$ cat config.mk
export PLATFORM = sky130hd
export DESIGN_NAME = lvh_top
export DESIGN_NICKNAME = d
export VERILOG_FILES = /design/src/lvh_pkg.sv /design/src/lvh_top.sv /design/src/lvh_debounce.sv
export SDC_FILE = /design/constraint.sdc
export NUM_CORES = 1
export LEC_CHECK = 0
export BUFFER_PORTS_ARGS = -buffer_cell sky130_fd_sc_hd__buf_2
export CORE_MARGIN = 2
export CORE_UTILIZATION = 40
export DETAILED_ROUTE_END_ITERATION = 8
export HOLD_SLACK_MARGIN = 0.12
export SLEW_MARGIN = 20
export SYNTH_ARGS = -nofsm -noshare
export SYNTH_HDL_FRONTEND = slang
export SYNTH_SLANG_ARGS = --single-unit
export TNS_END_PERCENT = 5
$ cat constraint.sdc
create_clock -name clk -period 1.95 [get_ports clk]
set_input_delay 0.2925 -clock clk [delete_from_list [all_inputs] [get_ports clk]]
set_output_delay 0.2925 -clock clk [all_outputs]
set_load 0.005 [all_outputs]
$ cat src/lvh_pkg.sv
package lvh_pkg;
  // debounce: samples must agree this many consecutive times
  localparam int unsigned DEB_COUNT   = 16;
  localparam int unsigned DEB_W       = 5;
  // probe indices
  localparam int unsigned PRB_LOW     = 0;
  localparam int unsigned PRB_SECOND  = 1;
  localparam int unsigned PRB_THIRD   = 2;
  localparam int unsigned PRB_TOP     = 3;
  localparam int unsigned NUM_PRB     = 4;
  // reset values
  localparam logic [DEB_W-1:0] DEB_RST = 5'h00;
  localparam logic [1:0]      SYNC_RST = 2'h0;
  localparam logic [NUM_PRB-1:0] WET_RST = 4'h0;
  // start-up: relays reseed from probes until the filters have settled
  localparam int unsigned SETTLE_CYCLES = DEB_COUNT + 4;
  localparam int unsigned SETTLE_W      = 5;
  localparam logic [SETTLE_W-1:0] SETTLE_RST = 5'h00;
  // channel control states
  typedef enum logic [1:0] {
    LVH_INIT = 2'b00,
    LVH_RUN  = 2'b01
  } lvh_state_t;
endpackage : lvh_pkg

$ cat src/lvh_top.sv
`timescale 1ns/1ps
module lvh_top
  import lvh_pkg::*;
(
  // clock and reset
  input  wire logic clk,
  input  wire logic rst_n,
  // probe pins, high when wetted
  input  wire logic lowest_probe,
  input  wire logic second_probe,
  input  wire logic third_probe,
  input  wire logic top_probe,
  // jumpers, high inverts the channel relay
  input  wire logic fill_invert,
  input  wire logic drain_invert,
  // relay drives
  output logic      fill_relay,
  output logic      drain_relay,
  // lamps
  output logic      fill_lamp_first,
  output logic      fill_lamp_second,
  output logic      fill_lamp_third,
  output logic      fill_lamp_fourth,
  output logic      empty_lamp
);
  // probe levels: raw pins, filtered, and one cycle older
  logic [NUM_PRB-1:0]  raw;
  logic [NUM_PRB-1:0]  wet;
  logic [NUM_PRB-1:0]  wet_q;
  logic [NUM_PRB-1:0]  next_wet_q;
  // jumper synchronisers
  logic [1:0]          inv_sync0;
  logic [1:0]          inv_sync1;
  logic [1:0]          next_inv_sync0;
  logic [1:0]          next_inv_sync1;
  // start-up control
  lvh_state_t          state;
  lvh_state_t          next_state;
  logic [SETTLE_W-1:0] settle_cnt;
  logic [SETTLE_W-1:0] next_settle_cnt;
  logic                seeding;
  // filling channel
  logic                fill_on;
  logic                next_fill_on;
  logic                next_fill_relay;
  // draining channel
  logic                drain_on;
  logic                next_drain_on;
  logic                next_drain_relay;
  // lamps
  logic [NUM_PRB-1:0]  next_lamps;
  logic                next_empty;

  // pins gathered in probe order, lowest first
  assign raw = {top_probe, third_probe, second_probe, lowest_probe};

  genvar gi;
  generate
    for (gi = 0; gi < NUM_PRB; gi = gi + 1) begin : g_prb
      lvh_debounce u_deb (
        .clk   (clk),
        .rst_n (rst_n),
        .raw   (raw[gi]),
        .level (wet[gi])
      );
    end
  endgenerate

  // true when a filtered probe has just gone from wetted to dry
  function automatic logic dried(input logic was_wet, input logic is_wet);
    return was_wet && !is_wet;
  endfunction : dried

  // jumper synchronisers: two flops before the relays read them
  always_comb begin
    next_inv_sync0 = {inv_sync0[0], fill_invert};
    next_inv_sync1 = {inv_sync1[0], drain_invert};
  end

  // jumper registers; first stage read only by the second
  always_ff @(posedge clk) begin
    if (!rst_n) begin
      inv_sync0 <= SYNC_RST;
      inv_sync1 <= SYNC_RST;
    end else begin
      inv_sync0 <= next_inv_sync0;
      inv_sync1 <= next_inv_sync1;
    end
  end

  // seed window while the probe filters settle
  always_comb begin
    next_state      = state;
    next_settle_cnt = settle_cnt;
    case (state)
      LVH_INIT: begin
        if (settle_cnt == SETTLE_W'(SETTLE_CYCLES - 1)) begin
          next_state = LVH_RUN;
        end else begin
          next_settle_cnt = settle_cnt + SETTLE_W'(1);
        end
      end
      LVH_RUN: begin
        next_state = LVH_RUN;
      end
      default: begin
        next_state = LVH_INIT;
      end
    endcase
  end

  // relays follow probe levels while seeding, react to events afterwards
  assign seeding = (state == LVH_INIT);

  // start-up registers
  always_ff @(posedge clk) begin
    if (!rst_n) begin
      state      <= LVH_INIT;
      settle_cnt <= SETTLE_RST;
    end else begin
      state      <= next_state;
      settle_cnt <= next_settle_cnt;
    end
  end

  // previous filtered levels, for the wet-to-dry events
  always_comb begin
    next_wet_q = wet;
  end

  // level history register
  always_ff @(posedge clk) begin
    if (!rst_n) begin
      wet_q <= WET_RST;
    end else begin
      wet_q <= next_wet_q;
    end
  end

  // filling channel: reads only the lowest and second probes
  always_comb begin
    next_fill_on = fill_on;
    if (seeding) begin
      next_fill_on = !wet[PRB_LOW];
    end else begin
      if (dried(wet_q[PRB_LOW], wet[PRB_LOW])) begin
        next_fill_on = 1'b1;
      end
      if (wet[PRB_SECOND]) begin
        next_fill_on = 1'b0;
      end
    end
    next_fill_relay = next_fill_on ^ inv_sync0[1];
  end

  always_ff @(posedge clk) begin
    if (!rst_n) begin
      fill_on    <= 1'b0;
      fill_relay <= 1'b0;
    end else begin
      fill_on    <= next_fill_on;
      fill_relay <= next_fill_relay;
    end
  end

  // draining channel: reads only the third and top probes
  always_comb begin
    next_drain_on = drain_on;
    if (seeding) begin
      next_drain_on = wet[PRB_TOP];
    end else if (wet[PRB_TOP]) begin
      next_drain_on = 1'b1;
    end else if (dried(wet_q[PRB_THIRD], wet[PRB_THIRD])) begin
      next_drain_on = 1'b0;
    end
    next_drain_relay = next_drain_on ^ inv_sync1[1];
  end

  always_ff @(posedge clk) begin
    if (!rst_n) begin
      drain_on    <= 1'b0;
      drain_relay <= 1'b0;
    end else begin
      drain_on    <= next_drain_on;
      drain_relay <= next_drain_relay;
    end
  end

  // lamps: one per probe and one for an empty reservoir
  always_comb begin
    next_lamps = wet;
    next_empty = (wet == WET_RST);
  end

  // lamp registers
  always_ff @(posedge clk) begin
    if (!rst_n) begin
      fill_lamp_first  <= 1'b0;
      fill_lamp_second <= 1'b0;
      fill_lamp_third  <= 1'b0;
      fill_lamp_fourth <= 1'b0;
      empty_lamp       <= 1'b0;
    end else begin
      fill_lamp_first  <= next_lamps[PRB_LOW];
      fill_lamp_second <= next_lamps[PRB_SECOND];
      fill_lamp_third  <= next_lamps[PRB_THIRD];
      fill_lamp_fourth <= next_lamps[PRB_TOP];
      empty_lamp       <= next_empty;
    end
  end
endmodule : lvh_top

$ cat src/lvh_debounce.sv
`timescale 1ns/1ps
module lvh_debounce
  import lvh_pkg::*;
(
  // clock and reset
  input  wire logic clk,
  input  wire logic rst_n,
  // raw pin and filtered level
  input  wire logic raw,
  output logic      level
);
  logic [1:0]       sync;
  logic [DEB_W-1:0] cnt;
  logic [DEB_W-1:0] next_cnt;
  logic             next_level;

  // count samples that differ from level, flip level after a full run
  always_comb begin
    next_cnt   = cnt;
    next_level = level;
    if (sync[1] == level) begin
      next_cnt = DEB_RST;
    end else if (cnt == DEB_W'(DEB_COUNT - 1)) begin
      next_cnt   = DEB_RST;
      next_level = sync[1];
    end else begin
      next_cnt = cnt + DEB_W'(1);
    end
  end

  always_ff @(posedge clk) begin
    if (!rst_n) begin
      sync  <= SYNC_RST;
      cnt   <= DEB_RST;
      level <= 1'b0;
    end else begin
      sync  <= {sync[0], raw};  // first stage read only by second
      cnt   <= next_cnt;
      level <= next_level;
    end
  end
endmodule : lvh_debounce

# ---- Yosys cells after proc, flatten, opt, wreduce, memory -nomap -nowiden
# Cells that the tools add are included.
dict set report word_totals {
  rom_bits 0
  mem_count 0
  latchBits 0
  input_bits 8
  regBits 55
  out_inout_bits 7
  ram_bits 0
}
dict set report classes {
  div_mod_pow 0
  n_mul 0
  addsub 5
  n_shift 0
  magnitude_cmp 0
  muxes 8
  n_eq_ne 11
  bitwise_logic 8
  reduce_logical 15
}
# operator n
set op_table {}
lappend op_table {{5-bit by 1-bit adder with 5-bit output (second input constant)} 5}
lappend op_table {{5-bit by 4-bit == test with 1-bit output (second input constant)} 4}
lappend op_table {{3-bit OR reduction} 4}
lappend op_table {{2-bit AND reduction} 5}
lappend op_table {{1-bit two-way mux} 6}
lappend op_table {{1-bit inverter} 6}
lappend op_table {{5-bit == test (second input constant)} 1}
lappend op_table {{1-bit == test} 4}
lappend op_table {{4-bit logical NOT} 1}
lappend op_table {{2-bit case mux with 2 select lines} 1}
lappend op_table {{2-bit by 1-bit == test with 1-bit output (second input constant)} 1}
lappend op_table {{1-bit logical AND} 2}
lappend op_table {{1-bit logical NOT} 2}
lappend op_table {{2-bit logical NOT} 1}
lappend op_table {{2-bit two-way mux} 1}
lappend op_table {{2-bit by 1-bit inequality test with 1-bit output (second input constant)} 1}
lappend op_table {{1-bit XOR} 2}

# ---- Longest topological paths before layout
dict set report depth {
  ltp_word 6
  ltp_mapped 5
}

# ---- By module
# A second synthesis with hierarchy kept.
dict set report hier_totals {
  cells_unflattened 179
  area_unflattened_um2 1883.1
}
# mod area_per_inst_um2 cells_each instances
set modules_own_cells {}
lappend modules_own_cells {lvh_debounce 289.0 27 4}
lappend modules_own_cells {lvh_top 726.9 71 1}

# ---- Worst setup path after synthesis
# OpenSTA, ideal clock, no wires.
dict set report synth_path {
  kind {reg-to-reg}
  from {register g_prb[2].u_deb.cnt[0]}
  to {register g_prb[2].u_deb.cnt[2]}
  arrival_ps 1372
  path_stages_with_launch 6
  slack_ps 513
  required_ps 1886
  path_buffers 0
  synth_period_minus_slack_ps 1437
  cell_sequence {dfxtp_1 > ha_1 > and3_1 > ha_1 > or3_4 > nor2_1}
}
dict set report synth_via {
  elab_chain_cells 2
}
# element line
set synth_lines {}
lappend synth_lines {{start: declaration} lvh_debounce.sv:13} ;# logic [DEB_W-1:0] cnt;
lappend synth_lines {{start signal: assignment} lvh_debounce.sv:38} ;# cnt <= next_cnt;
lappend synth_lines {{parallel branches: the longest is 2 deep, another holds 5-bit by 1-bit adder with 5-bit output} --}
# Parallel ways; which one is timed is not known.
# A chain may end at the register's enable or synchronous reset.

# ---- Final worst setup path
dict set report layout_path {
  from {register g_prb[0].u_deb.cnt[0]}
  to {register g_prb[0].u_deb.cnt[3]}
}
dict set report layout_via {
  elab_chain_cells 2
}
# element line
set layout_lines {}
lappend layout_lines {{start: declaration} lvh_debounce.sv:13}
lappend layout_lines {{start signal: assignment} lvh_debounce.sv:38}
lappend layout_lines {{parallel branches: the longest is 2 deep, another holds 5-bit by 1-bit adder with 5-bit output} --}
# Parallel ways; which one is timed is not known.

==> results.md <==
* Status: complete, no violations
* Max transition margin at 71.2%
* Clk slew on worst S/H paths at 0.08 ns
* R2r setup slk at 0.37 ns
* Power per cell area at 817 nW/um^2
* WP data arrival at 1.81 ns
* Most frequent cells in the layout: 51 x dfxtp_1, 30 x nor2_1, 16 x and2_1
* Io pins at 15
* CTS tree: yes
* Pre-antenna DRT Iters at 4
* Clock Skew at 0.00548 ns
* Die ar. at 5200 sq um
* Min-delay worst type: in2reg
* Post-layout min period at 1.58 ns
* Synthesized cell area at 1850 sq um
* Final hold vios at 0
* Syn nets at 195
* Synth warn at 0
* Standard-cell row count at 24
* CTS Buf Count at 5
* Setup bufs post-CTS at 0
* H-tree Lvls at 2
* RSZ-0062 raised after global routing: false
* Clock Sinks at 51
* Final period util at 80.9%
* Async set or reset register ratio after synthesis at 0%
* Die X at 72.1 microns
* Sequential share of the synthesized area at 55.1%
* Clk buf depth at 2
* LEAKAGE at 0.858 nW
* Dpl ws at 0.396 ns
* Critical Path RT at 2.18 ns
* Initial antenna violation count at 0
* HPWL after DPL at 2130 microns
* Critical path class: reg2reg
* Slew Viols, Final at 0
* Setup slack after layout at 0.373 ns
* Max Cap Viol at 0
* Count of input and output buffers at 14
* Core Region at 4410 sq um
* All-layer global routing usage at 12.7%
* Synth unique cells at 30
* Synth Register Bits at 51
* Number of setup violations in the final report at 0
* Root buffer cell: clkbuf_8
* Fill cells at 410
* Post-Route M1 WL at 1270 microns
* Vias in the first global route at 1,241
* Met3 Routed Length at 120 microns
* Die height at 72.1 microns
* Worst IR Drop VDD at 0.345 mV
* Fmax at 0.634 GHz
* Met2 Wirelength at 1400 microns
* Share of post-route cells with drive strength above 1 at 15.1%
* Initial core utilization at 42.0%
* Post-cts resize count at 0
* Drt via density at 4.77
* Latest clock arrival within the worst-skew pair at 0.29 ns
* Final wirelength at 2850 microns
* Syn_area_per_cell at 10.4 sq um
* Largest net degree at the start of global routing at 27
* Worst-path maximum fanout at 5
* Slew @ Worst Pin at 0.430 ns
* GRT overflow at 0
* Post-synth EDFFs at 0
* Ys flop type: dfxtp_1
* Crit end category: register
* Vias after detailed routing at 1,197
* DRC violation total after the first TritonRoute iteration at 33
* Layout area overhead at 12.0%
* Post-DR wirelength/cell at 11.3 microns
* Routability congestion estimate at 0.718
* Top Metal Used: met4
* Drc violations at 0
* Cells after Synth at 178
* # nets final at 215
* Antenna viol nets, final at 0
* # diodes at 0
* CTS Hold Bufs at 0
* First-pass GRT wire length at 5180 microns
* CP startpoint kind: register
* Setup TNS at 0 ns
* Commonest non-fill, non-tap cell in the layout: dfxtp_1
==> routing by layer <==
metal,vias to the layer above,global-route usage (%)
met1,549,13.9
li1,621,-
met3,5,4.17
met5,-,0
met2,22,22.5
met4,0,5.45
==> cell type report <==
class,count,area (sq um),share of cell area (%)
sequential,51,1020,49.2
clock buffer,7,76.3,3.67
clock inverter,1,5.00,0.241
multi-input combinational,114,783,37.7
tap,52,65.1,3.13
inverter,9,33.8,1.63
timing repair buffer,17,92.6,4.46
==> synth_stat cells, drive strengths merged, types with 2 or more instances <==
cell type  count  area, sq um
dfxtp         51         1020
nor2          30          113
and2          17          108
ha             9          113
inv            9         33.8
xnor2          8         70.1
mux2i          7         70.1
xor2           6         52.6
and3           4         25.0
clkbuf         4         16.3
nand2          4         15.0
nand2b         4         25.0
nand3          4         20.0
or3            4         45.0
a31oi          2         12.5
nand4b         2         17.5
nor3b          2         15.0
==> final timing paths <==
path                    startpoint               endpoint  cells after the start
max          g_prb[0].u_deb.cnt[0]  g_prb[0].u_deb.cnt[3]                      5
min                   drain_invert           inv_sync1[0]                      2
min reg2reg           inv_sync0[0]           inv_sync0[1]                      1
max reg2reg  g_prb[0].u_deb.cnt[0]  g_prb[0].u_deb.cnt[3]                      5
==> worst max-delay path, cell delays in order (launching register included) <==
cell	delay, ns
dfxtp_1	0.33
ha_1	0.22
and3_1	0.19
ha_1	0.21
or3_4	0.42
nor2_1	0.13
==> power breakdown <==
group	total (mW)	internal, mW	leakage, nW	switching, mW
clock	0.559	0.252	0.0422	0.307
combinational	0.0611	0.0318	0.400	0.0292
sequential	1.08	1.06	0.416	0.0126
==> flip-flops by register name, summed over array words and instances (netlist names), 2 cells and up <==
| register | count |
|---|---|
| g_prb.u_deb.cnt | 20 |
| g_prb.u_deb.sync | 8 |
| settle_cnt | 5 |
| g_prb.u_deb.level | 4 |
| wet_q | 3 |
| inv_sync0 | 2 |
| inv_sync1 | 2 |
==> kinds of logic after synthesis <==
family	count (synthesis)	synth area share [%]
fa+ha+maj	9	6.07
flops	51	55.1
xor+xnor	14	6.61
compound gates	10	3.98
mux	7	3.78
buf+inv	13	2.70
simple gates	74	21.8
==> per-stage QoR <==
step	total power [mW]	hold WS, ns	instances	utilization, %	instance area, sq um
floorplan	1.14	0.412	178	-	1850
global placement	1.16	0.422	243	45.2	2000
detailed placement	1.16	0.417	243	45.2	2000
CTS	1.73	0.189	251	47.1	2080
global route	1.77	0.193	251	47.1	2080
finish	1.70	0.202	251	47.1	2080
Power figures use the tool's default switching activity.
